==> src/acrc_pkg.sv <==
// Purpose: Shared constants and types for the converter clock, rate and
//          conversion timing controller.
// Assumes: APB register map with one register per aligned word, 8 bits wide except the 16-bit status.
// Notes:   All timing is counted in modulator periods of 16 clocks.
`default_nettype none

package acrc_pkg;

    // --------------------------------------------------------------
    // Timing
    // --------------------------------------------------------------
    localparam int MOD_DIV = 16;
    localparam logic [3:0] PRE_LAST = 4'hF;
    localparam logic [16:0] CFG_DELAY_MODS = 17'hE;
    localparam int CFG_DELAY_CYC = 14 * MOD_DIV;
    localparam logic [16:0] OVH_LONG = 17'h681;
    localparam logic [16:0] OVH_MID = 17'h41;
    localparam logic [16:0] OVH_SHORT = 17'h28;

    // --------------------------------------------------------------
    // Register map (byte addresses)
    // --------------------------------------------------------------
    localparam logic [7:0] OFS_CFG_FIRST = 8'h0C;
    localparam logic [7:0] OFS_RATE = 8'h10;
    localparam logic [7:0] OFS_REF = 8'h14;
    localparam logic [7:0] OFS_CFG_LAST = 8'h1C;
    localparam logic [7:0] OFS_CTRL = 8'h20;
    localparam logic [7:0] OFS_STATUS = 8'h24;
    localparam logic [2:0] CFG_BASE_IDX = 3'h3;
    localparam int CFG_COUNT = 5;

    // --------------------------------------------------------------
    // Field positions and reset values
    // --------------------------------------------------------------
    localparam int RATE_CODE_LSB = 0;
    localparam int RATE_CLK_SEL_BIT = 6;
    localparam int REF_POS_DIS_BIT = 5;
    localparam int REF_NEG_DIS_BIT = 4;
    localparam int CTRL_START_BIT = 0;
    localparam int CTRL_RESET_BIT = 1;
    localparam int CTRL_STOP_BIT = 2;
    localparam int CTRL_SINGLE_BIT = 4;
    localparam logic [7:0] CFG_RST = 8'h00;
    localparam logic CTRL_SINGLE_RST = 1'b0;

    // --------------------------------------------------------------
    // Types
    // --------------------------------------------------------------
    typedef enum logic [2:0] {
        ST_IDLE = 3'b000,
        ST_CFG = 3'b001,
        ST_SAMPLE = 3'b010,
        ST_OVH = 3'b011,
        ST_RUN = 3'b100
    } acrc_state_e;

    typedef struct packed {
        logic data_ready;
        logic comp_active;
        logic busy;
        acrc_state_e state;
    } acrc_conv_s;

endpackage : acrc_pkg

`default_nettype wire

==> src/acrc_ctrl.sv <==
// Purpose: Clock source select, modulator clock divider, rate decode and
//          conversion sequencing for a delta-sigma converter.
// Assumes: clk is the selected system clock; inputs synchronous to clk.
// Notes:   Register access over APB with one wait state.
//
// Summary of operation
// - Reference buffer disable bits are active low enables: one disables.
// - One rate-register bit selects internal oscillator or external clock.
// - Any reset returns clock selection to the internal oscillator.
// - Modulator clock is the system clock divided by sixteen.
// - Data rate is modulator clock over the ratio chosen by rate code.
// - Codes 0000-0110 give ratios 102400 down to 4264.
// - Codes 0111-1101 give ratios 2560 down to 64.
// - New conversion begins with 14 modulator periods of configuration delay.
// - Delay follows start command, start pin rise, config change 03h-07h.
// - Conversion starts on start pin rise or start command.
// - First result takes delay, sampling and overhead periods.
// - Later continuous results follow one data period apart.
// - Offset and gain compensation happen during overhead time.
// - Result is settled after one full data period of sampling.
`timescale 1ns/10ps
`default_nettype none

module acrc_ctrl #(
    parameter int unsigned OVS_SHIFT = 0
) (
    // Clock and reset
    input wire logic clk,
    input wire logic rst_n,
    // APB slave
    input wire logic psel,
    input wire logic penable,
    input wire logic pwrite,
    input wire logic [7:0] paddr,
    input wire logic [31:0] pwdata,
    input wire logic [3:0] pstrb,
    output logic [31:0] prdata,
    output logic pready,
    output logic pslverr,
    // Start/sync pin
    input wire logic start_sync,
    // Converter control
    output logic ext_clk_sel,
    output logic modulator_clock,
    output logic pos_ref_buffer_disable,
    output logic neg_ref_buffer_disable,
    output var acrc_pkg::acrc_conv_s conv_status
);

    if (OVS_SHIFT > 6) begin : g_bad_shift
        $error("OVS_SHIFT above 6 leaves no sampling period");
    end

    // ----------------------------------------------------------------
    // Functions
    // ----------------------------------------------------------------
    function automatic logic is_cfg(input logic [7:0] addr);
        is_cfg = addr >= acrc_pkg::OFS_CFG_FIRST && addr <= acrc_pkg::OFS_CFG_LAST
            && addr[1:0] == 2'h0;
    endfunction : is_cfg

    function automatic logic [2:0] cfg_idx(input logic [7:0] addr);
        cfg_idx = 3'(addr[4:2] - acrc_pkg::CFG_BASE_IDX);
    endfunction : cfg_idx

    // Reserved codes fall back to the fastest ratio
    function automatic logic [16:0] osr_of(input logic [3:0] code);
        case (code)
            4'h0: osr_of = 17'h19000;
            4'h1: osr_of = 17'h0C800;
            4'h2: osr_of = 17'h06400;
            4'h3: osr_of = 17'h03C00;
            4'h4: osr_of = 17'h03200;
            4'h5: osr_of = 17'h01400;
            4'h6: osr_of = 17'h010A8;
            4'h7: osr_of = 17'h00A00;
            4'h8: osr_of = 17'h00500;
            4'h9: osr_of = 17'h00280;
            4'hA: osr_of = 17'h00140;
            4'hB: osr_of = 17'h00100;
            4'hC: osr_of = 17'h00080;
            default: osr_of = 17'h00040;
        endcase
    endfunction : osr_of

    function automatic logic [16:0] ovh_of(input logic [3:0] code);
        case (code)
            4'h0, 4'h1, 4'h2, 4'h4: ovh_of = acrc_pkg::OVH_LONG;
            4'h3, 4'h6: ovh_of = acrc_pkg::OVH_MID;
            default: ovh_of = acrc_pkg::OVH_SHORT;
        endcase
    endfunction : ovh_of

    // ----------------------------------------------------------------
    // Declarations
    // ----------------------------------------------------------------
    logic [7:0] cfg_ff [acrc_pkg::CFG_COUNT];
    logic single_ff;
    logic [31:0] prdata_ff;
    logic pready_ff;
    logic pslverr_ff;
    logic start_q_ff;
    logic [3:0] pre_ff;
    logic [16:0] cnt_ff;
    logic [31:0] tot_ff;
    logic [7:0] res_cnt_ff;
    acrc_pkg::acrc_state_e state_ff;
    acrc_pkg::acrc_conv_s status_ff;
    acrc_pkg::acrc_state_e nxt_state;
    logic [16:0] nxt_cnt;
    logic setup_acc, acc, addr_ok, wr_acc, wr_ctrl, cfg_wr, cfg_chg;
    logic soft_rst, start_cmd, stop_cmd, start_rise, restart, tick, done;
    logic [3:0] rate_code;
    logic [16:0] osr_raw, osr_s, ovh_v, tgt, first_mods;
    logic [31:0] first_cyc, period_cyc, rd_val;

    assign prdata = prdata_ff;
    assign pready = pready_ff;
    assign pslverr = pslverr_ff;
    assign conv_status = status_ff;
    assign rate_code = cfg_ff[1][acrc_pkg::RATE_CODE_LSB +: 4];
    assign ext_clk_sel = cfg_ff[1][acrc_pkg::RATE_CLK_SEL_BIT];
    assign pos_ref_buffer_disable = cfg_ff[2][acrc_pkg::REF_POS_DIS_BIT];
    assign neg_ref_buffer_disable = cfg_ff[2][acrc_pkg::REF_NEG_DIS_BIT];
    assign modulator_clock = pre_ff[3];

    // ----------------------------------------------------------------
    // APB decode
    // ----------------------------------------------------------------
    assign setup_acc = psel && penable && !pready_ff;
    assign acc = psel && penable && pready_ff;
    assign addr_ok = is_cfg(paddr) || paddr == acrc_pkg::OFS_CTRL
        || paddr == acrc_pkg::OFS_STATUS;
    assign wr_acc = acc && pwrite && pstrb[0] && addr_ok;
    assign wr_ctrl = wr_acc && paddr == acrc_pkg::OFS_CTRL;
    assign cfg_wr = wr_acc && is_cfg(paddr);
    assign cfg_chg = cfg_wr && pwdata[7:0] != cfg_ff[cfg_idx(paddr)];
    assign soft_rst = wr_ctrl && pwdata[acrc_pkg::CTRL_RESET_BIT];
    assign start_cmd = wr_ctrl && pwdata[acrc_pkg::CTRL_START_BIT];
    assign stop_cmd = wr_ctrl && pwdata[acrc_pkg::CTRL_STOP_BIT];
    assign start_rise = start_sync && !start_q_ff;
    // restart on start or config change
    assign restart = !soft_rst && (start_cmd || start_rise
        || (cfg_chg && state_ff != acrc_pkg::ST_IDLE));

    always_ff @(posedge clk) begin
        if (!rst_n) begin
            pready_ff <= 1'b0;
            pslverr_ff <= 1'b0;
        end else begin
            pready_ff <= setup_acc;
            pslverr_ff <= setup_acc && !addr_ok;
        end
    end

    always_comb begin
        rd_val = 32'h0;
        if (is_cfg(paddr)) begin
            rd_val = {24'h0, cfg_ff[cfg_idx(paddr)]};
        end else if (paddr == acrc_pkg::OFS_CTRL) begin
            rd_val = {27'h0, single_ff, 4'h0};
        end else if (paddr == acrc_pkg::OFS_STATUS) begin
            rd_val = {16'h0, res_cnt_ff, 4'h0, state_ff != acrc_pkg::ST_IDLE, state_ff};
        end
    end

    always_ff @(posedge clk) begin
        if (!rst_n) begin
            prdata_ff <= 32'h0;
        end else if (setup_acc && !pwrite) begin
            prdata_ff <= rd_val;
        end
    end

    // ----------------------------------------------------------------
    // Configuration registers
    // ----------------------------------------------------------------
    // stored selects, cleared by any reset
    always_ff @(posedge clk) begin
        if (!rst_n || soft_rst) begin
            for (int i = 0; i < acrc_pkg::CFG_COUNT; i++) begin
                cfg_ff[i] <= acrc_pkg::CFG_RST;
            end
        end else if (cfg_wr) begin
            cfg_ff[cfg_idx(paddr)] <= pwdata[7:0];
        end
    end

    always_ff @(posedge clk) begin
        if (!rst_n || soft_rst) begin
            single_ff <= acrc_pkg::CTRL_SINGLE_RST;
        end else if (wr_ctrl) begin
            single_ff <= pwdata[acrc_pkg::CTRL_SINGLE_BIT];
        end
    end

    always_ff @(posedge clk) begin
        if (!rst_n) begin
            start_q_ff <= 1'b0;
        end else begin
            start_q_ff <= start_sync;
        end
    end

    // ----------------------------------------------------------------
    // Modulator clock divider
    // ----------------------------------------------------------------
    // divide by sixteen, realigned at each new start
    always_ff @(posedge clk) begin
        if (!rst_n || soft_rst || restart) begin
            pre_ff <= 4'h0;
        end else begin
            pre_ff <= 4'(pre_ff + 4'h1);
        end
    end
    assign tick = pre_ff == acrc_pkg::PRE_LAST;

    // ----------------------------------------------------------------
    // Rate decode and phase lengths
    // ----------------------------------------------------------------
    // ratio table, shortened only by OVS_SHIFT
    assign osr_raw = osr_of(rate_code);
    assign osr_s = 17'(osr_raw >> OVS_SHIFT);
    assign ovh_v = ovh_of(rate_code);

    always_comb begin
        case (state_ff)
            acrc_pkg::ST_CFG: tgt = acrc_pkg::CFG_DELAY_MODS;
            acrc_pkg::ST_OVH: tgt = ovh_v;
            default: tgt = osr_s;
        endcase
    end

    // ----------------------------------------------------------------
    // Conversion sequencer
    // ----------------------------------------------------------------
    always_comb begin
        nxt_state = state_ff;
        nxt_cnt = cnt_ff;
        done = 1'b0;
        if (soft_rst || stop_cmd) begin
            nxt_state = acrc_pkg::ST_IDLE;
            nxt_cnt = 17'h0;
        end else if (restart) begin
            nxt_state = acrc_pkg::ST_CFG;
            nxt_cnt = 17'h0;
        end else if (tick && state_ff != acrc_pkg::ST_IDLE) begin
            if (cnt_ff == 17'(tgt - 17'h1)) begin
                nxt_cnt = 17'h0;
                case (state_ff)
                    acrc_pkg::ST_CFG: nxt_state = acrc_pkg::ST_SAMPLE;
                    acrc_pkg::ST_SAMPLE: nxt_state = acrc_pkg::ST_OVH;
                    acrc_pkg::ST_OVH: begin
                        done = 1'b1;
                        nxt_state = single_ff ? acrc_pkg::ST_IDLE : acrc_pkg::ST_RUN;
                    end
                    acrc_pkg::ST_RUN: begin
                        done = 1'b1;
                    end
                    default: nxt_state = acrc_pkg::ST_IDLE;
                endcase
            end else begin
                nxt_cnt = 17'(cnt_ff + 17'h1);
            end
        end
    end

    always_ff @(posedge clk) begin
        if (!rst_n) begin
            state_ff <= acrc_pkg::ST_IDLE;
            cnt_ff <= 17'h0;
        end else begin
            state_ff <= nxt_state;
            cnt_ff <= nxt_cnt;
        end
    end

    // compensation flagged for the whole overhead phase
    always_ff @(posedge clk) begin
        if (!rst_n) begin
            status_ff <= '{data_ready: 1'b0, comp_active: 1'b0, busy: 1'b0,
                state: acrc_pkg::ST_IDLE};
        end else begin
            status_ff <= '{data_ready: done, comp_active: nxt_state == acrc_pkg::ST_OVH,
                busy: nxt_state != acrc_pkg::ST_IDLE, state: nxt_state};
        end
    end

    always_ff @(posedge clk) begin
        if (!rst_n || soft_rst) begin
            res_cnt_ff <= 8'h00;
        end else if (done) begin
            res_cnt_ff <= 8'(res_cnt_ff + 8'h01);
        end
    end

    // ----------------------------------------------------------------
    // Checks
    // ----------------------------------------------------------------
    // Cycles since the last start or result; read only by the checks
    always_ff @(posedge clk) begin
        if (!rst_n || soft_rst || restart || done) begin
            tot_ff <= 32'h0;
        end else begin
            tot_ff <= 32'(tot_ff + 32'h1);
        end
    end
    assign first_mods = 17'(osr_s + ovh_v + acrc_pkg::CFG_DELAY_MODS);
    assign first_cyc = {11'h0, first_mods, 4'h0};
    assign period_cyc = {11'h0, osr_s, 4'h0};
endmodule : acrc_ctrl

`default_nettype wire

==> config.mk <==
export PLATFORM = sky130hd
export DESIGN_NAME = acrc_ctrl
export DESIGN_NICKNAME = d
export VERILOG_FILES = /design/src/acrc_pkg.sv /design/src/acrc_ctrl.sv
export SDC_FILE = /design/constraint.sdc
export NUM_CORES = 1
export LEC_CHECK = 0
export BUFFER_PORTS_ARGS = -buffer_cell sky130_fd_sc_hd__buf_2
export CAP_MARGIN = 20
export CORE_UTILIZATION = 35
export CTS_CLUSTER_SIZE = 10
export DETAILED_ROUTE_END_ITERATION = 10
export PLACE_DENSITY = 0.54
export SETUP_SLACK_MARGIN = 0.3
export SYNTH_ARGS = -nofsm -noshare
export SYNTH_HDL_FRONTEND = slang
export SYNTH_SLANG_ARGS = --single-unit
==> constraint.sdc <==
create_clock -name clk -period 13.3 [get_ports clk]
set_input_delay 1.995 -clock clk [delete_from_list [all_inputs] [get_ports clk]]
set_output_delay 1.995 -clock clk [all_outputs]
set_load 0.05 [all_outputs]
==> summary.txt, run 1 <==
Final layout
  • Commonest non-fill, non-tap cell in the layout: edfxtp_1
  • Fill cells: 1734
  • Fin nets: 732
  • Antenna cells: 0
  • Fraction of layout cells with a size suffix above 1: 16.9%
  • Most frequent cells in the layout: edfxtp_1, dfxtp_1, buf_2, and2_1, nor2_1
  • Synth-to-Final Area Change: 14.2%

Power and ir drop
  • Max IR drop VDD: 87.9 µV
  • Combinational share of power: 10.2%
  • Leak pwr: 0.00281 µW
  • Net Sw Power: 238 µW
  • Pwr dens: 124 nW/µm²
  • Pwr Total: roughly 940 µW
  • Clock Power Share: around 48%
  • Switching part of the total: 25.4%
  • Share of power burned in registers: 42.3%
  • Int Pwr: 698 µW

Critical path
  • Data required, critical path: 13640 ps
  • Worst setup EP type: flip-flop
  • Delay-heaviest family, CP: buffers and inverters
  • WP buf/inv: 3
  • Crit-path slowest cell: a2111oi_0
  • Crit path max fanout: 23
  • Setup crit start kind: primary input
  • Crit path cell chain: buf_2, clkinv_1, ha_1, buf_4, mux4_2, xnor2_1, nor2_1, a2111oi_0, a31o_2, nand4_2, or4_1, a21oi_1
  • Max stage delay on crit path: 620 ps
  • Worst Path Arrival: 6410 ps
  • CP Class: primary input to flip-flop

STA
  • Fin crit share: 45.7%
  • Final min period: 6070 ps
  • Worst Clk Skew: 10.8 ps
  • Slew @ Worst Pin: between 1000 and 1500 ps
  • Setup TNS: 0 ps
  • Slew headroom: roughly a quarter
  • RSZ-0062 raised after global routing: no
  • Final setup viols: 0
  • Final Hold Slack: 472 ps
  • Max Slew Vio Count: 0
  • Final Hold Vio Count: 0
  • Peak Freq: approximately 160 MHz
  • Fin worst setup slack: roughly 7200 ps

Drt
  • Drt initial violations: 421
  • Via count: 4916
  • Via-to-Cell Ratio: 5.40
  • Avg WL per Cell: 17.6 µm
  • # DRC: 5
  • Number of antenna-violating nets in the routed design: 0
  • DRT Pass-1 Iters: 8
  • Detailed Route WL: 16000 µm

Placement
  • Pre-CTS setup slack: 6850 ps
  • Dpl hpwl: about 11000 µm
  • Buffers on Ports: 50
  • Final Wtd Congestion: 0.837

Floorplan
  • Rows: 49
  • Die H: roughly 140 µm
  • Starting density of the core: between 30% and 40%
  • CORE AREA: 18200 µm²
  • IO Pins: 94
  • Chip width: approximately 140 µm
  • Die ar.: 19400 µm²

Clock tree
  • Clk slew on worst S/H paths: 60 ps
  • Hold_buf cts: 0
  • H-tree depth: 4
  • Clock buffer depth: 2
  • Inserted Clock Buffers: 17
  • Worst-Skew Late Latency: 420 ps
  • # resized after CTS: 0
  • Clk sink count: 119
  • Clock Root Buffer: clkbuf_16
  • Setup bufs post-CTS: 0
  • CTS tree: yes

Yosys
  • Syn Area/Cell: approximately 11 µm²
  • Synth Register Bits: between 100 and 150
  • Post-synthesis async set-or-reset flop share: 0%
  • Syn Inst Count: between 600 and 700
  • Main synth FF type: edfxtp_1
  • Seq/Total Area, Yosys: 45.9%
  • Netlist Area Pre-Place: roughly 6600 µm²
  • Library cells used by synthesis: 76
  • Post-synth EDFFs: 64
  • YS warnings: 0

Worst hold path
  • Hold crit path type: flip-flop to flip-flop

Global route
  • Antenna violations before repair: 0
  • First-pass GRT wire length: roughly 25000 µm
  • Vias in the first global route: 4616
  • GRT Total Usage: 16.9%
  • Global route total overflow: 0
  • Largest net degree at the start of global routing: 25

Job
  • Max cap viols: 0

Outcome
  • Status: finished, violations left
  • Failing checks: DRC
power by group through the flow:
stage | clock (µW) | sequential [µW] | combinational [µW]
3_5_place_dp | 0 | 404 | 95.2
5_1_grt | 464 | 397 | 103
6_report | 444 | 396 | 95.6
3_3_place_gp | 0 | 404 | 94.1
2_1_floorplan | 0 | 406 | 74.3
4_1_cts | 448 | 396 | 95.5
cell type report:
cell class | instances | area (µm²) | share of cell area [%]
flip-flops and latches | 119 | 3020 | 40.2
multi-input cells | 459 | 3300 | 43.8
repair buffers | 56 | 295 | 3.92
clock inverters | 13 | 131 | 1.75
clock buffers | 19 | 433 | 5.75
inverters | 15 | 56.3 | 0.748
well taps | 229 | 287 | 3.81
stage by stage:
stage	area (µm²)	instances	util [%]
finish	7520	910	41.3
global route	7520	910	41.3
CTS	7520	910	41.3
detailed placement	6960	878	38.2
global placement	6960	878	38.2
floorplan	6640	641	-
cells in the mapped netlist (all sizes together) (15+ instances only):
cell type,n,area share [%]
nor3,20,1.7
nand2,40,2.3
nor2,43,2.5
nand4,15,1.5
and2,49,4.7
nor2b,15,1.4
edfxtp,64,29
xnor2,23,3.1
o21ai,18,1.4
mux4,16,5.5
dfxtp,55,17
buf,27,2.8
a21oi,24,1.8
xor2,22,2.9
clkbuf,21,1.2
path summary, 6_finish.rpt:
kind	start	endpoint	slack [ps]	depth (start not counted)
worst max-delay path	paddr[2]	res_cnt_ff[7]	7230	12
worst min-delay path	pre_ff[0]	pre_ff[0]	470	1
worst max register to register	conv_status[0]	res_cnt_ff[7]	8670	11
worst min register to register	pre_ff[0]	pre_ff[0]	470	1
sequential cells by signal, indices dropped and copies added, names as in the netlist:
name / count
pslverr: 1
single_ff: 1
pready: 1
cfg_ff: 64
pre_ff: 4
conv_status: 6
cnt_ff: 17
prdata: 16
start_q_ff: 1
res_cnt_ff: 8
kinds of logic (layout without fill, tap and decap cells):
logic type | Yosys count | in the layout | synth area share, %
adders and majority gates | 14 | 14 | 2.66
xor gates and xnor gates | 46 | 46 | 6.33
muxes | 31 | 31 | 7.81
buffers and inverters | 63 | 103 | 4.88
and+or+nand+nor | 255 | 255 | 22.0
AOI/OAI and AO/OA | 97 | 97 | 10.4
other | 1 | 16 | 0.0569
DFF | 119 | 119 | 45.9
routing by layer:
layer	up-vias	share of wire [%]	global-route usage [%]
met1	2400	46	22.6
met5	-	0	0
met2	156	48	27.1
met4	0	1.1	6.08
li1	2344	-	-
met3	16	4.3	3.52
No activity file was read; power rests on OpenSTA's default activity.
==> run 2, diff against run 1 <==
Settings changed: ABC_AREA from default to 1.
Clock period 13.3 ns to 5.6 ns, I/O delays scaled along.
==> run 2 against run 1 <==
  * The run now ends clean
  * Synthesized cell count rose by 39%
  * Utilization rose by 0.57 points
  * First-iteration DRC count fell by 18%
  * Sequential power rose by 140%
  * Sequential cell count did not move
  * Clock skew barely moved
  * Worst setup slack got worse by 5500 ps
  * Worst hold slack got worse by 23 ps
  * Sequential share of layout area fell by 0.68 points
  * Register-to-register slack got worse by 7000 ps
  * Global-route usage rose by 1.4 points
  * Die area rose by 0.67%
  * Largest cell class unchanged
  * Largest power group unchanged
==> summary.txt, run 2 <==
Critical path
  • Delay-heaviest family, CP: simple AND/OR/NAND/NOR gates
  • R2R setup slack: 1680 ps (-6990 ps)
  • FF-to-FF path depth: 20 (+9)
  • Data required, critical path: 5880 ps (-7760 ps)
  • Worst Path Arrival: 4200 ps (-2210 ps)
  • Crit path max fanout: 11 (-52%)
  • Worst setup EP type: flip-flop
  • WP buf/inv: 3 (unchanged)
  • Max stage delay on crit path: 470 ps (-150 ps)
  • Crit-path slowest cell: edfxtp_1
  • CP Class: flip-flop to flip-flop
  • Most used cell, CP: nand2_1
  • Setup crit start kind: flip-flop
  • CP Depth: 20 (+8)
  • Crit path cell chain: inv_1, ha_1, inv_1, nand2_1, nand2_1, nand2_1, nand2_1, nand2_1, inv_1, ha_1, nand4_2, nor2_4, nand3_1, nand2_1, nand2_1, nor3_1, nand3_1, nor3_1, or2_1, nor2_1

Clock tree
  • Hold_buf cts: 0 (unchanged)
  • Setup bufs post-CTS: 0 (unchanged)
  • Clock buffer depth: 2 (unchanged)
  • Clk sink count: 119 (unchanged)
  • H-tree depth: 4 (unchanged)
  • Clk slew on worst S/H paths: 50 ps (about the same)
  • Inserted Clock Buffers: 17 (unchanged)
  • CTS tree: yes
  • # resized after CTS: 0 (unchanged)
  • Worst-Skew Late Latency: 410 ps (about the same)
  • Clock Root Buffer: clkbuf_16

Floorplan
  • Die H: 140 µm (+0.33%)
  • Die ar.: 19500 µm² (+0.67%)
  • IO Pins: 94 (unchanged)
  • Rows: 49 (unchanged)
  • Starting density of the core: 36.3% (+0.13 points)
  • CORE AREA: 18300 µm² (+0.34%)
  • Chip width: 140 µm (+0.33%)

Drt
  • DRT Pass-1 Iters: 5 (-3)
  • Via-to-Cell Ratio: 4.81 (-11%)
  • Number of antenna-violating nets in the routed design: 0 (unchanged)
  • # DRC: 0 (-5)
  • Via count: 5651 (+15%)
  • Detailed Route WL: 17000 µm (+6.3%)
  • Drt initial violations: 347 (-18%)
  • Avg WL per Cell: 14.5 µm (-18%)

Yosys
  • YS warnings: 0 (unchanged)
  • Post-synth EDFFs: 64 (unchanged)
  • Top-area cell type share of the netlist area: 29.0% (-0.20 points)
  • Seq/Total Area, Yosys: 45.6% (-0.31 points)
  • Library cells used by synthesis: 42 (-45%)
  • Post-synthesis async set-or-reset flop share: 0% (unchanged)
  • Area leader, netlist: edfxtp_1
  • Netlist Area Pre-Place: 6630 µm² (+0.68%)
  • Count leader, synth: nand2_1
  • Main synth FF type: edfxtp_1
  • Synth Register Bits: 119 (unchanged)
  • Area contributors post-synth: edfxtp_1, dfxtp_1, nand2_1
  • Syn Area/Cell: 7.60 µm² (-28%)
  • Syn Inst Count: 872 (+39%)
  • Top cells by count, synth: nand2_1, nor2_1, inv_1, edfxtp_1, nand3_1

Final layout
  • Antenna cells: 0 (unchanged)
  • Largest reg by FF count: cfg_ff
  • Final Util: 41.9% (+0.57 points)
  • Fin nets: 996 (+36%)
  • Fraction of layout cells with a size suffix above 1: 12.5% (-4.4 points)
  • Fill cells: 1860 (+7.3%)
  • Non-Filler Instances: 1174 (+29%)
  • Commonest non-fill, non-tap cell in the layout: nand2_1
  • Most frequent cells in the layout: nand2_1, nor2_1, inv_1, edfxtp_1, nand3_1
  • Max reg flops: 64 (unchanged)
  • Synth-to-Final Area Change: 15.4%

STA
  • Max Slew Vio Count: 0 (unchanged)
  • Final min period: 3920 ps
  • Peak Freq: between 200 and 300 MHz
  • Worst Clk Skew: 11.2 ps (+0.369 ps)
  • Final Hold Vio Count: 0 (unchanged)
  • Setup TNS: 0 ps (unchanged)
  • Slew @ Worst Pin: 885 ps (-228 ps)
  • Fin crit share: a little over two thirds
  • Slew headroom: 40.8% (+15 points)
  • RSZ-0062 raised after global routing: no
  • Final setup viols: 0 (unchanged)

Global route
  • Vias in the first global route: 5501 (+19%)
  • First-pass GRT wire length: 28100 µm (+12%)
  • Antenna violations before repair: 0 (unchanged)
  • Largest net degree at the start of global routing: 31 (+24%)
  • GRT Total Usage: 18.4% (+1.4 points)
  • Global route total overflow: 0 (unchanged)

Placement
  • Dpl hpwl: 12500 µm (+12%)
  • Buffers on Ports: 50 (unchanged)
  • Final Wtd Congestion: 0.844 (+0.90%)
  • Placed cell count: 1142 (+30%)

Outcome
  • Status: finished, final reports clean

Power and ir drop
  • Pwr dens: 292 nW/µm² (+130%)
  • Leak pwr: 0.00336 µW (+20%)
  • Max IR drop VDD: 210 µV (+140%)

Job
  • Max cap viols: 0 (unchanged)

Worst hold path
  • Hold crit path type: flip-flop to flip-flop
  • Hold Crit Depth: 1 (unchanged)
-- run 2: cell count changes after synthesis, sizes merged, moves of 11 or more --
| cell | previous run | this run |
|---|---|---|
| mux2i | 12 | 0 |
| inv | 14 | 88 |
| nand2 | 40 | 267 |
| and2 | 49 | 0 |
| nor2 | 43 | 138 |
| nor2b | 15 | 0 |
| mux4 | 16 | 0 |
| xnor2 | 23 | 2 |
| nand3 | 13 | 62 |
| a21oi | 24 | 49 |
| and4 | 11 | 0 |
| clkbuf | 21 | 4 |
-- run 2: metal layers --
| layer | global-route usage, % | vias to the layer above | share of wire (%) |
|---|---|---|---|
| met5 | 0 | - | 0 |
| li1 | - | 2932 | - |
| met2 | 29.1 | 133 | 45 |
| met3 | 3.03 | 18 | 4.0 |
| met1 | 25.3 | 2568 | 50 |
| met4 | 6.48 | 0 | 1.3 |
-- run 2: kinds of logic (layout without fill, tap and decap cells) --
| group | Yosys count | count (layout) | synth area share, % |
|---|---|---|---|
| xor gates and xnor gates | 31 | 31 | 4.09 |
| and+or+nand+nor | 511 | 511 | 33.3 |
| other | 1 | 16 | 0.0565 |
| buffers and inverters | 119 | 177 | 7.94 |
| AOI/OAI and AO/OA | 77 | 77 | 6.42 |
| adders and majority gates | 14 | 14 | 2.64 |
| DFF | 119 | 119 | 45.6 |
-- run 2: final cells by class --
| class | count | area (µm²) | area share, % |
|---|---|---|---|
| timing repair buffer | 55 | 288 | 3.76 |
| clock inverter | 7 | 62.6 | 0.817 |
| tap | 229 | 287 | 3.74 |
| multi-input combinational | 649 | 3140 | 41.0 |
| sequential | 119 | 3020 | 39.5 |
| clock buffer | 25 | 518 | 6.77 |
| inverter | 90 | 338 | 4.41 |
-- run 2: power breakdown --
part	total [µW]	internal (µW)	switching, µW
clock	1060	684	377
sequential	938	931	7.20
combinational	237	59.1	178
-- run 2: final timing paths --
check,to,startpoint
setup / recovery,cnt_ff[8],cfg_ff[1][0]
hold / removal,pre_ff[0],pre_ff[0]
setup reg to reg,cnt_ff[8],cfg_ff[1][0]
hold reg to reg,pre_ff[0],pre_ff[0]
-- run 2: through the flow --
stage	setup slack (ps)	area [µm²]	hold WS, ps	power (µW)
5_1_grt	1240	7650	481	2320
2_1_floorplan	2410	6690	418	1140
6_report	1680	7650	450	2240
3_3_place_gp	1480	7070	434	1190
4_1_cts	1720	7650	457	2250
3_5_place_dp	1500	7070	445	1190
